**config.mk**
```make
export PLATFORM = sky130hd
export DESIGN_NAME = watchdog_timeout_prescaler
export DESIGN_NICKNAME = d
export VERILOG_FILES = /design/src/watchdog_pkg.sv /design/src/count_clock_divider.sv /design/src/watchdog_timeout_prescaler.sv
export VERILOG_INCLUDE_DIRS = /design/src
export SDC_FILE = /design/constraint.sdc
export NUM_CORES = 1
export LEC_CHECK = 0
export BUFFER_PORTS_ARGS = -buffer_cell sky130_fd_sc_hd__buf_4
export CORE_UTILIZATION = 60
export DETAILED_ROUTE_END_ITERATION = 8
export PLACE_DENSITY = 0.95
export SKIP_LAST_GASP = 1
export SYNTH_ARGS = -nofsm -noshare
export SYNTH_HDL_FRONTEND = slang
export SYNTH_SLANG_ARGS = --single-unit
```
**constraint.sdc**
```tcl
create_clock -name clk_i -period 5.2 [get_ports clk_i]
set_input_delay 1.04 -clock clk_i [delete_from_list [all_inputs] [get_ports clk_i]]
set_output_delay 1.04 -clock clk_i [all_outputs]
set_load 0.1 [all_outputs]
```
**src/watchdog_map.svh**
```systemverilog
// Address map, field positions, reset values and timing constants of the watchdog time-out block.
// Assumes inclusion by bare name from the package and from the modules that decode registers.
`ifndef WATCHDOG_MAP_SVH
`define WATCHDOG_MAP_SVH

// Word addresses on the Wishbone bus, bits 7:2 of the byte address
`define WDT_ADDR_CONTROL 6'h00
`define WDT_ADDR_RESTART 6'h01
`define WDT_ADDR_STATUS 6'h02
`define WDT_ADDR_CLEAR 6'h03
`define WDT_ADDR_IRQ_EN 6'h04
`define WDT_ADDR_COUNT 6'h05

// Control register field positions
`define WDT_SEL_LSB 0
`define WDT_SEL_MSB 3
`define WDT_DIV_LSB 4
`define WDT_DIV_MSB 6
`define WDT_EN_BIT 8
`define WDT_RESTART_BIT 0

// Status, clear and enable share one layout
`define WDT_EV_EARLY 0
`define WDT_EV_FINAL 1

// Reset values
`define WDT_SEL_RST 4'h0
`define WDT_DIV_RST 3'h4
`define WDT_EV_RST 2'h0

// Divide settings and their ratios of the base oscillator clock
`define WDT_DIV_BY9 3'h4
`define WDT_DIV_BY11 3'h5
`define WDT_RATIO9_LAST 4'h8
`define WDT_RATIO11_LAST 4'ha

// Prescale codes and counts in watchdog clock cycles
`define WDT_SEL_MAX 4'h9
`define WDT_EARLY_BASE 22'h000800
`define WDT_TICK_W 22

`endif

```
**src/watchdog_pkg.sv**
```systemverilog
// Types shared by the watchdog time-out core and its count clock divider.
// Assumes watchdog_map.svh is found on the include path.
`default_nettype none
`include "watchdog_map.svh"

package watchdog_pkg;

  // Gray coded along idle, early wait, final wait, expired
  typedef enum logic [1:0] {
    ST_IDLE = 2'b00,
    ST_EARLY = 2'b01,
    ST_FINAL = 2'b11,
    ST_EXPIRED = 2'b10
  } wdt_state_t;

  typedef struct packed {
    logic [3:0] timeout_select;
    logic [2:0] divide;
    logic enable;
    logic [1:0] status;
    logic [1:0] irq_en;
    wdt_state_t state;
    logic [`WDT_TICK_W-1:0] ticks;
    logic ack;
    logic [31:0] rdata;
    logic early_pulse;
    logic final_pulse;
    logic restart;
  } core_state_t;

  typedef struct packed {
    logic [3:0] phase;
    logic tick;
  } div_state_t;

endpackage
`default_nettype wire

```
**src/count_clock_divider.sv**
```systemverilog
// Derives the watchdog count clock as a one-cycle tick from the base oscillator clock.
// Assumes clk_i is the base oscillator clock; restart_i realigns the tick phase.
`timescale 1ns/1ps
`default_nettype none
`include "watchdog_map.svh"

module count_clock_divider
  import watchdog_pkg::*;
(
  input wire logic clk_i,
  input wire logic resetn_i,
  input wire logic [2:0] divide_i,
  input wire logic restart_i,
  output logic tick_o
);

  div_state_t s_reg;
  div_state_t s_next;
  logic [3:0] last;
  logic valid_div;

  // Only the two supported settings produce ticks; others freeze the count
  always_comb
  begin
    s_next = s_reg;
    valid_div = 1'b1;
    last = `WDT_RATIO9_LAST;
    unique case (divide_i)
      `WDT_DIV_BY9: last = `WDT_RATIO9_LAST;
      `WDT_DIV_BY11: last = `WDT_RATIO11_LAST;
      default: valid_div = 1'b0;
    endcase
    s_next.tick = 1'b0;
    if (restart_i || !valid_div)
    begin
      s_next.phase = 4'h0;
    end
    else if (s_reg.phase == last)
    begin
      s_next.phase = 4'h0;
      s_next.tick = 1'b1;
    end
    else
    begin
      s_next.phase = s_reg.phase + 4'h1;
    end
  end

  // State register
  always_ff @(posedge clk_i or negedge resetn_i)
  begin
    if (!resetn_i)
      s_reg <= '0;
    else
      s_reg <= s_next;
  end

  assign tick_o = s_reg.tick;

endmodule
`default_nettype wire

```
**src/watchdog_timeout_prescaler.sv**
```systemverilog
// Watchdog time-out core: Wishbone registers, early warning and final time-out, interrupt.
// Assumes a classic Wishbone master on clk_i and that clk_i is the base oscillator clock.
//
// Register access over Wishbone and the address map were chosen for this implementation.
`timescale 1ns/1ps
`default_nettype none
`include "watchdog_map.svh"

// Register words, byte offsets on the bus:
//   0x00 control: [3:0] time-out select, [6:4] count clock divide, [8] enable
//   0x04 restart, write only: bit 0 zeroes the count and starts a new early wait
//   0x08 status, read only: bit 0 early warning seen, bit 1 final time-out seen
//   0x0c clear, write only: a one clears the matching status bit
//   0x10 interrupt enable: same layout as status
//   0x14 count, read only: watchdog clock ticks since the last start
// Every access is acked one cycle after it is taken, mapped or not.
// Reserved select codes run as the longest code; software should not use them.
// Unsupported divide settings freeze the count, so the watchdog never fires.

module watchdog_timeout_prescaler
  import watchdog_pkg::*;
#(
  parameter logic [`WDT_TICK_W-1:0] EARLY_BASE_TICKS = `WDT_EARLY_BASE
)
(
  input wire logic clk_i,
  input wire logic resetn_i,
  input wire logic wb_cyc_i,
  input wire logic wb_stb_i,
  input wire logic wb_we_i,
  input wire logic [7:0] wb_adr_i,
  input wire logic [3:0] wb_sel_i,
  input wire logic [31:0] wb_dat_i,
  output logic [31:0] wb_dat_o,
  output logic wb_ack_o,
  output logic early_warning_o,
  output logic timeout_o,
  output logic irq_o
);

  core_state_t s_reg;
  core_state_t s_next;
  logic tick;
  logic take;
  logic wr;
  logic [5:0] word;
  logic [1:0] ev_set;
  logic [1:0] ev_clr;
  logic [`WDT_TICK_W-1:0] early_lim;
  logic [`WDT_TICK_W-1:0] ticks_inc;
  logic tick_live;

  // Early warning count for a prescale code; reserved codes clamp to the longest
  function automatic logic [`WDT_TICK_W-1:0] early_count(input logic [3:0] code);
    logic [3:0] c;
    c = code;
    // Clamp keeps the shift inside the count width whatever software writes
    if (c > `WDT_SEL_MAX)
      c = `WDT_SEL_MAX;
    return EARLY_BASE_TICKS << c;
  endfunction

  // Count clock ticks from the base clock; restart realigns the phase
  count_clock_divider u_div (
    .clk_i(clk_i),
    .resetn_i(resetn_i),
    .divide_i(s_reg.divide),
    .restart_i(s_reg.restart),
    .tick_o(tick)
  );

  // Bus decode, register file, time-out sequencing
  always_comb
  begin
    s_next = s_reg;
    take = wb_cyc_i && wb_stb_i && !s_reg.ack;
    wr = take && wb_we_i;
    word = wb_adr_i[7:2];
    early_lim = early_count(s_reg.timeout_select);
    ticks_inc = s_reg.ticks + 22'h000001;
    // A tick landing in the restart cycle belongs to the old phase, so it is dropped
    tick_live = tick && !s_reg.restart;
    ev_set = 2'h0;
    ev_clr = 2'h0;
    // One ack per access; a strobe held through the ack is not taken twice
    s_next.ack = take;
    // Read data stands only in the ack cycle, zero otherwise
    s_next.rdata = 32'h00000000;
    s_next.early_pulse = 1'b0;
    s_next.final_pulse = 1'b0;
    s_next.restart = 1'b0;

    // Register writes; byte lanes gate the control fields
    if (wr)
    begin
      unique case (word)
        `WDT_ADDR_CONTROL:
        begin
          // Select and divide share the low lane; enable sits in the next
          if (wb_sel_i[0])
          begin
            s_next.timeout_select = wb_dat_i[`WDT_SEL_MSB:`WDT_SEL_LSB];
            s_next.divide = wb_dat_i[`WDT_DIV_MSB:`WDT_DIV_LSB];
          end
          if (wb_sel_i[1])
            s_next.enable = wb_dat_i[`WDT_EN_BIT];
        end
        `WDT_ADDR_CLEAR:
          if (wb_sel_i[0])
            ev_clr = wb_dat_i[`WDT_EV_FINAL:`WDT_EV_EARLY];
        `WDT_ADDR_IRQ_EN:
          if (wb_sel_i[0])
            s_next.irq_en = wb_dat_i[`WDT_EV_FINAL:`WDT_EV_EARLY];
        default:
        begin
          // Restart acts on the sequence below; read-only words ignore writes
        end
      endcase
    end

    // Reads; unmapped and write-only words read as zero
    if (take && !wb_we_i)
    begin
      unique case (word)
        `WDT_ADDR_CONTROL:
        begin
          s_next.rdata[`WDT_SEL_MSB:`WDT_SEL_LSB] = s_reg.timeout_select;
          s_next.rdata[`WDT_DIV_MSB:`WDT_DIV_LSB] = s_reg.divide;
          s_next.rdata[`WDT_EN_BIT] = s_reg.enable;
        end
        `WDT_ADDR_STATUS: s_next.rdata[`WDT_EV_FINAL:`WDT_EV_EARLY] = s_reg.status;
        `WDT_ADDR_IRQ_EN: s_next.rdata[`WDT_EV_FINAL:`WDT_EV_EARLY] = s_reg.irq_en;
        `WDT_ADDR_COUNT: s_next.rdata[`WDT_TICK_W-1:0] = s_reg.ticks;
        default: s_next.rdata = 32'h00000000;
      endcase
    end

    // Time-out sequence, counted in watchdog clock ticks
    // Disable has the last word: it stops the count whatever else happens
    if (!s_reg.enable)
    begin
      s_next.state = ST_IDLE;
      s_next.ticks = '0;
    end
    // Restart wins over the running count, from any state
    else if (wr && word == `WDT_ADDR_RESTART && wb_sel_i[0] && wb_dat_i[`WDT_RESTART_BIT])
    begin
      s_next.state = ST_EARLY;
      s_next.ticks = '0;
      s_next.restart = 1'b1;
    end
    else
    begin
      unique case (s_reg.state)
        ST_IDLE:
        begin
          // Enable just rose; the divider phase restarts with the count
          s_next.state = ST_EARLY;
          s_next.ticks = '0;
          s_next.restart = 1'b1;
        end
        ST_EARLY:
          if (tick_live)
          begin
            s_next.ticks = ticks_inc;
            if (ticks_inc == early_lim)
            begin
              s_next.early_pulse = 1'b1;
              ev_set[`WDT_EV_EARLY] = 1'b1;
              s_next.state = ST_FINAL;
            end
          end
        ST_FINAL:
          if (tick_live)
          begin
            s_next.ticks = ticks_inc;
            // A second equal interval, so the final comes at twice the early count
            if (ticks_inc == {early_lim[`WDT_TICK_W-2:0], 1'b0})
            begin
              s_next.final_pulse = 1'b1;
              ev_set[`WDT_EV_FINAL] = 1'b1;
              s_next.state = ST_EXPIRED;
            end
          end
        // Both pulses given; nothing more fires until restart or disable
        ST_EXPIRED:
          s_next.ticks = s_reg.ticks; // Holds until restart or disable
      endcase
    end

    // Sticky events, bit by bit; a set in the clearing cycle wins
    for (int b = `WDT_EV_EARLY; b <= `WDT_EV_FINAL; b++)
    begin
      s_next.status[b] = ev_set[b] || (s_reg.status[b] && !ev_clr[b]);
    end
  end

  // State register
  always_ff @(posedge clk_i or negedge resetn_i)
  begin
    if (!resetn_i)
    begin
      // Constants only, so the reset branch stays a plain preset
      s_reg <= '0;
      s_reg.timeout_select <= `WDT_SEL_RST;
      s_reg.divide <= `WDT_DIV_RST;
      s_reg.status <= `WDT_EV_RST;
      s_reg.irq_en <= `WDT_EV_RST;
      s_reg.state <= ST_IDLE;
    end
    else
    begin
      s_reg <= s_next;
    end
  end

  // Bus answer and pulses straight from flip-flops, one cycle each
  assign wb_dat_o = s_reg.rdata;
  assign wb_ack_o = s_reg.ack;
  assign early_warning_o = s_reg.early_pulse;
  assign timeout_o = s_reg.final_pulse;
  // Level interrupt from registered status and enables
  assign irq_o = |(s_reg.status & s_reg.irq_en);

endmodule
`default_nettype wire
```
==> results.cfg, run 1 <==
[logic_synthesis]
syn-mean-instance-area_um2 = 9.03
ys_seq_area_share_pct = 38.9
syn_area_um2 = 4310
syn_inst = 478
yosysMostFrequentCell = dfrtp_1
synth_top_area_cell = dfrtp_1
synthFlopType = dfrtp_1
yosysWarnings = 0
synth.area.top_cells = dfrtp_1 38%, buf_4 5.6%, xnor2_1 4.7%
synth-async-reset-ratio_pct = 100
synthTopCellsByCount = 66 x dfrtp_1, 40 x nand2_1, 34 x o21ai_0
yosys_register_bits = 67
synth_cell_types = 63
synth_edf_count = 0
yosysTopAreaCellShare_pct = 38.3

[timing]
max_clock_freq_mhz = 253
skew_ns = 0.00998
fin_crit_sh_pct = 76.0
maxSlewHeadroom_pct = 43.2
setup_viol = 0
slew_viol_final = 0
post-route-min-period_ns = 3.95
final.setup.tns_ns = 0
fin_ws_ns = 1.25
rsz0062_at_grt = false
hold_slack_ns = 0.489
finalHoldViolCount = 0
worstMarginPinSlew_ns = 0.844

[cells_and_area]
layout.nets = 539
largest_reg_flops = 37
fillCellCount = 545
drive_gt1_share_pct = 17.8
area_delta_synth_final_pct = 7.86
antenna_cells = 0
fin_area_um2 = 4650

[routing]
first_pass_iters = 5
drtIter0Drc = 348
drc_errors = 0
via_count = 3750
ant_nets = 0
vias_per_cell = 6.41
routed_wl_mm = 10.5
routedWlPerCell_um = 18.0

[global_routing]
antenna_found_initial = 0
grt_start_max_net_pins = 68
grt_pass1_wl_mm = 17.1
grt_pass1_vias = 3551
grt-ovfl-total = 0
grt_usage_pct = 29.9

[place]
gp_congestion = 0.962
dp_hpwl_mm = 7.41
pre_cts_slack_ns = 1.44
dpl_cell_area_um2 = 4470
port_buffers = 46

[pwr]
leakagePower_nw = 1.99
p_per_area_nw_per_um2 = 217
ir_worst_vdd_v = 0.000166
total_power_mw = 1.01

[setup_path]
crit_type = reg -> reg
crit_path_max_fanout = 10
cp-start-kind = register
crit_path_end_kind = register
worstPathRequired_ns = 5.42
crit_arrival_ns = 4.17

[floorplanning]
start_util_pct = 62.8
die_h_um = 86.8
coreArea_um2 = 6870
fp.dieArea_um2 = 7530
rows = 30
ios = 85
die_width_um = 86.8

[clocking]
cts_made_buffers = 9
clkTransAtPathRegs_ns = 0.07
cts_tree = done
htree_levels = 3
clock_latency_ns = 0.34
cts_root_buffer = clkbuf_8
clock_path_buffers = 2
cts_resized = 0
clock-sinks = 67
cts_setup_buffers = 0
ctsHoldBuffers = 0

[min_path]
hp-class = reg -> reg

[run]
maxCapViolCount = 0

[outcome]
status = finished clean
-- layer usage --
metal  share of wire [%]  global-route usage, %
met5                   0                      0
met4                 3.5                   16.4
met1                  39                   37.7
met3                 9.0                   8.57
met2                  48                   46.2
-- worst paths after layout --
check,slack (ns),cells after the start,startpoint,end
setup / recovery,1.25,9,s_reg[38],s_reg[58]
hold / removal,0.49,1,u_div.s_reg[1],u_div.s_reg[1]
setup reg to reg,1.25,9,s_reg[38],s_reg[58]
hold reg to reg,0.49,1,u_div.s_reg[1],u_div.s_reg[1]
max in group asynchronous,3.87,1,resetn_i,s_reg[58]
min in group asynchronous,0.79,1,resetn_i,wb_dat_o[16]
-- per-stage QoR --
step                      utilization [%]  cells
final                                67.7    585
after global routing                 67.7    585
after CTS                            67.7    585
after detailed placement             65.0    569
after global placement               65.0    569
after floorplan                         -    487
-- area by class of cell --
cell class / instances / area (um^2) / area share, %
Multi-Input combinational cell: 349 / 2270 / 48.8
Sequential cell: 67 / 1680 / 36.1
Timing Repair Buffer: 49 / 368 / 7.91
Clock buffer: 11 / 151 / 3.25
Tap cell: 96 / 120 / 2.58
Clock inverter: 5 / 36.3 / 0.780
Inverter: 8 / 30.0 / 0.645
-- power by group --
part           switching [mW]  leakage [nW]  internal, mW
combinational          0.0612         0.975        0.0198
clock                   0.203        0.0880         0.200
sequential            0.00382         0.931         0.524
total                   0.268          1.99         0.743
-- placed cells by master (no fill, tap or decap), types with 3 or more instances in the layout --
cell type,n
a21oi_1,8
xor2_1,3
nand2b_1,7
nor4_2,3
ha_1,6
nand2_1,40
conb_1,10
nor3b_1,4
o21ai_0,33
nor3_2,3
and3_1,8
buf_4,49
mux2i_1,8
clkinvlp_4,3
nor2b_1,10
nand4_1,12
dfrtp_1,66
mux2_2,11
nor4b_1,4
or3_1,3
and2_1,14
nor2_1,30
nor3_1,13
inv_1,8
a22oi_1,6
nand3_1,22
clkbuf_8,11
xnor2_1,23
o31ai_1,14
nor4_1,11
-- worst max-delay path, stage by stage (launching register included) --
cell and delay [ns]:
dfrtp_1 0.59, nand3_1 0.43, nor3_2 0.49, nand4_1 0.32
a2111oi_0 0.72, nor4b_1 0.36, o2111a_1 0.26, nand4_1 0.13
o41ai_1 0.40, a211oi_1 0.10
-- cell families after synthesis --
group	Yosys count	share of synthesized area [%]
simple gates	198	25.9
compound gates	89	13.6
buf+inv	71	9.28
flops	67	38.9
xor+xnor	27	5.83
mux	19	4.73
fa+ha+maj	6	1.74
other cells	1	0.0869
Note: power is estimated with default switching activity, not from simulation.
==> run 2, diff against run 1 <==
--- a/config.mk
+++ b/config.mk
@@ -7,9 +7,9 @@
 export NUM_CORES = 1
 export LEC_CHECK = 0
 export BUFFER_PORTS_ARGS = -buffer_cell sky130_fd_sc_hd__buf_4
-export CORE_UTILIZATION = 60
+export CORE_UTILIZATION = 56
 export DETAILED_ROUTE_END_ITERATION = 8
-export PLACE_DENSITY = 0.95
+export PLACE_DENSITY = 0.93
 export SKIP_LAST_GASP = 1
 export SYNTH_ARGS = -nofsm -noshare
 export SYNTH_HDL_FRONTEND = slang
==> constraint.sdc (replaced) <==
create_clock -name clk_i -period 3.83 [get_ports clk_i]
set_input_delay 0.766 -clock clk_i [delete_from_list [all_inputs] [get_ports clk_i]]
set_output_delay 0.766 -clock clk_i [all_outputs]
set_load 0.1 [all_outputs]
==> results.cfg, run 2 (synthesis gave the netlist of run 1 again) <==
[outcome]
status = finished clean

[floorplanning]
start_util_pct = 58.8
die_width_um = 89.8
coreArea_um2 = 7330
rows = 31
fp.dieArea_um2 = 8060
die_h_um = 89.8
ios = 85

[cells_and_area]
largest_reg_flops = 37
drive_gt1_share_pct = 20.4
final_util_pct = 65.6
layout_common_cells = 65 x dfrtp_1, 64 x buf_4, 40 x nand2_1
antenna_cells = 0
final_common_cell = dfrtp_1
layout.nets = 554
area_delta_synth_final_pct = 11.5

[routing]
drtIter0Drc = 457
vias_per_cell = 6.30
ant_nets = 0
via_count = 3799
routed_wl_mm = 10.9
drc_errors = 0
first_pass_iters = 5
routedWlPerCell_um = 18.1

[place]
pre_cts_slack_ns = 0.240
dp_hpwl_mm = 7.80
gp_congestion = 0.954
port_buffers = 46

[timing]
skew_ns = 0.0145
fin_ws_ns = 0.140
max_clock_freq_mhz = 271
rsz0062_at_grt = false
hold_slack_ns = 0.502
slew_viol_final = 0
setup_viol = 0
final.setup.tns_ns = 0
worstMarginPinSlew_ns = 0.815
post-route-min-period_ns = 3.69
fin_crit_sh_pct = 96.3
finalHoldViolCount = 0
maxSlewHeadroom_pct = 45.1

[setup_path]
cp-start-kind = register
cpMaxStageDelayCell = dfrtp_1
worstPathRequired_ns = 4.05
crit_path_max_fanout = 9
reg2reg_slack_ns = 0.14
crit_type = reg -> reg
crit_arrival_ns = 3.91
cp_slowest_stage_delay_ns = 0.56
crit_chain = ha_1, and2_1, or3b_2, a2111oi_1, nor4b_1, o2111a_1, nand4_1, o41ai_1, a211oi_1
crit_path_end_kind = register

[min_path]
hp-class = reg -> reg

[clocking]
cts_root_buffer = clkbuf_8
ctsHoldBuffers = 0
cts_tree = done
clock-sinks = 67
clkTransAtPathRegs_ns = 0.08
clock_latency_ns = 0.35
clock_path_buffers = 2
htree_levels = 3
cts_made_buffers = 9

[pwr]
p_per_area_nw_per_um2 = 309
p_comb_share_pct = 7.4
pwr-share-clk_pct = 44.4
leakagePower_nw = 2.09
internal_power_mw = 1.11
ir_worst_vdd_v = 0.000251
sw_frac_of_total_pct = 25.5
switchingPower_uw = 379
p_seq_share_pct = 48.1

[global_routing]
grt_usage_pct = 28.4
grt_pass1_vias = 3695
grt-ovfl-total = 0
grt_start_max_net_pins = 68
antenna_found_initial = 0
grt_pass1_wl_mm = 18.1

[run]
maxCapViolCount = 0
==> run 2: path summary, 6_finish.rpt <==
| check | cells after the start | end | startpoint |
|---|---|---|---|
| worst min-delay path | 1 | u_div.s_reg[1] | u_div.s_reg[1] |
| worst max register to register | 9 | s_reg[58] | s_reg[37] |
| min in group asynchronous | 1 | wb_dat_o[15] | resetn_i |
| worst min register to register | 1 | u_div.s_reg[1] | u_div.s_reg[1] |
| max in group asynchronous | 1 | s_reg[39] | resetn_i |
| worst max-delay path | 9 | s_reg[58] | s_reg[37] |
==> run 2: cell type report <==
| class | instances | area [um^2] |
|---|---|---|
| Fill cell | 565 | 2520 |
| Multi-Input combinational cell | 349 | 2270 |
| Sequential cell | 67 | 1680 |
| Timing Repair Buffer | 64 | 480 |
| Clock buffer | 9 | 124 |
| Tap cell | 99 | 124 |
| Clock inverter | 7 | 100 |
| Inverter | 8 | 30.0 |
==> run 2: timing repair <==
action | 4_1_cts | 5_1_grt
resized for setup | 0 | 2
endpoints found under the setup margin | 0 | 1
buffers inserted | 0 | 0
==> run 2: metal layers <==
metal	routed length, um	part of all wire [%]	GRT usage [%]
met5	0	0	0
met1	4230	39	35.2
met3	905	8.3	5.75
met2	5440	50	47.6
met4	341	3.1	13.4
==> run 2: power groups by stage <==
stage,Sequential (mW),Clock (mW),Combinational (mW)
final,0.716,0.661,0.110
after global routing,0.717,0.705,0.118
after CTS,0.716,0.673,0.111
after detailed placement,0.730,0,0.110
after global placement,0.729,0,0.107
after floorplan,0.731,0,0.0782
==> run 2: stage by stage <==
| stage | area, um^2 | power (mW) | instances |
|---|---|---|---|
| finish | 4810 | 1.49 | 603 |
| global route | 4810 | 1.54 | 603 |
| CTS | 4810 | 1.50 | 603 |
| detailed placement | 4580 | 0.840 | 587 |
| global placement | 4580 | 0.837 | 587 |
| floorplan | 4350 | 0.809 | 487 |
==> run 2: critical path, delay by kind of cell, from the launching register on <==
kind                       cells  cell delay, ns
AOI/OAI and AO/OA              4            1.27
adders and majority gates      1            0.32
DFF                            1            0.56
and+or+nand+nor                4            1.41
==> run 3, diff against run 2 <==
--- a/config.mk
+++ b/config.mk
@@ -10,6 +10,7 @@
 export CORE_UTILIZATION = 56
 export DETAILED_ROUTE_END_ITERATION = 8
 export PLACE_DENSITY = 0.93
+export SETUP_SLACK_MARGIN = 0.5
 export SKIP_LAST_GASP = 1
 export SYNTH_ARGS = -nofsm -noshare
 export SYNTH_HDL_FRONTEND = slang
==> results.cfg, run 3 (synthesis gave the netlist of run 1 again) <==
[outcome]
status = finished clean

[routing]
routedWlPerCell_um = 18.7
vias_per_cell = 6.40
first_pass_iters = 6
via_count = 3886
ant_nets = 0
drtIter0Drc = 495
drc_errors = 0
routed_wl_mm = 11.3

[floorplanning]
fp.dieArea_um2 = 8060
ios = 85
rows = 31
coreArea_um2 = 7330
die_h_um = 89.8
die_width_um = 89.8
start_util_pct = 58.8

[global_routing]
grt_start_max_net_pins = 68
antenna_found_initial = 0
grt_pass1_vias = 3750
grt-ovfl-total = 0
grt_pass1_wl_mm = 18.5
grt_usage_pct = 29.0

[setup_path]
crit_type = reg -> reg
worstPathRequired_ns = 4.06
r2r-end = s_reg[58]
reg2reg_from = s_reg[41]
reg2reg_slack_ns = 0.39
rr_worst_depth = 9
cp-start-kind = register
crit_arrival_ns = 3.66
crit_path_max_fanout = 8
crit_path_end_kind = register

[place]
gp_congestion = 0.954
dp_hpwl_mm = 7.80
port_buffers = 46
placed_cells = 587

[cells_and_area]
drive_gt1_share_pct = 24.6
area_delta_synth_final_pct = 14.7
finalNonFillerCells = 607
layout.nets = 558
antenna_cells = 0
layout_common_cells = 68 x buf_4, 59 x dfrtp_1, 40 x nand2_1
largest_reg_flops = 37
final_common_cell = buf_4

[timing]
setup_viol = 0
worstMarginPinSlew_ns = 0.889
fin_crit_sh_pct = 89.7
finalHoldViolCount = 0
post-route-min-period_ns = 3.44
rsz0062_at_grt = false
maxSlewHeadroom_pct = 40.1
max_clock_freq_mhz = 291
final.setup.tns_ns = 0
slew_viol_final = 0
skew_ns = 0.0160

[clocking]
clock-sinks = 67
htree_levels = 3
ctsHoldBuffers = 0
cts_made_buffers = 9
cts_root_buffer = clkbuf_8
clkTransAtPathRegs_ns = 0.08
clock_latency_ns = 0.35
cts_tree = done
clock_path_buffers = 2

[min_path]
hold_start = u_div.s_reg[1]
hp-class = reg -> reg
whs_path_depth = 1
hold_path_end = u_div.s_reg[1]

[pwr]
ir_worst_vdd_v = 0.000250
p_per_area_nw_per_um2 = 301
leakagePower_nw = 2.15

[run]
maxCapViolCount = 0
==> run 3: cell count changes in the layout (fill, tap and decap cells not counted), moves of 2 or more <==
cell     delta
buf_4       +4
nor4_1      -2
nor3_4      +2
nor3_2      -2
nor4b_2     +2
dfrtp_2     +6
dfrtp_1     -6
nor4_4      +2
nor4b_1     -2
==> run 3: worst max-delay path: stages (launching register included) <==
cell and delay, ns:
dfrtp_1 0.50, a2111oi_1 0.64, a31oi_1 0.09, or3b_2 0.50, a2111oi_2 0.35, nor4b_2 0.33, o2111a_1 0.28, nand4_1 0.15
o41ai_2 0.37, a211oi_1 0.10
==> run 3: per-stage QoR <==
step	util [%]	total power, mW	hold WS (ns)	instance area [um^2]	worst slack (ns)
global placement	62.5	0.837	0.471	4580	0.375
global route	67.5	1.54	0.524	4950	0.360
finish	67.5	1.49	0.504	4950	0.393
detailed placement	62.5	0.840	0.495	4580	0.240
CTS	66.1	1.50	0.506	4850	0.503
floorplan	-	0.809	0.452	4350	0.903
==> run 3: how the worst max path moves through the flow <==
stage                     slack (ns)  cells past startpoint        end       from
after global routing            0.36                      9  s_reg[58]  s_reg[41]
after detailed placement        0.24                      9  s_reg[58]  s_reg[37]
after global placement          0.37                      9  s_reg[58]  s_reg[39]
after CTS                       0.50                     10  s_reg[58]  s_reg[36]
final                           0.39                      9  s_reg[58]  s_reg[41]
after floorplan                 0.90                     10  s_reg[58]  s_reg[36]
==> run 3: per-layer routing <==
layer	GRT usage, %	vias up	part of all wire, %
met4	13.8	0	3.5
met5	0	-	0
met1	35.2	1868	38
met3	6.09	42	8.7
li1	-	1722	-
met2	49.3	254	50
==> run 3: final cells by class <==
type / instances / area [um^2]
fillers: 534 / 2380
multi-input cells: 349 / 2370
flip-flops and latches: 67 / 1690
repair buffers: 68 / 510
clock buffers: 9 / 124
well taps: 99 / 124
clock inverters: 7 / 100
inverters: 8 / 30.0
==> run 3: where the power goes <==
part	switching, mW	internal, mW	leakage, nW
sequential	0.00554	0.711	0.919
clock	0.290	0.371	0.114
combinational	0.0851	0.0277	1.12
==> run 3: what timing repair did <==
action | in CTS | in global routing
setup endpoints to repair | 2 | 2
gates resized for setup | 7 | 19
pin swaps | 1 | 1
buffers inserted | 2 | 2
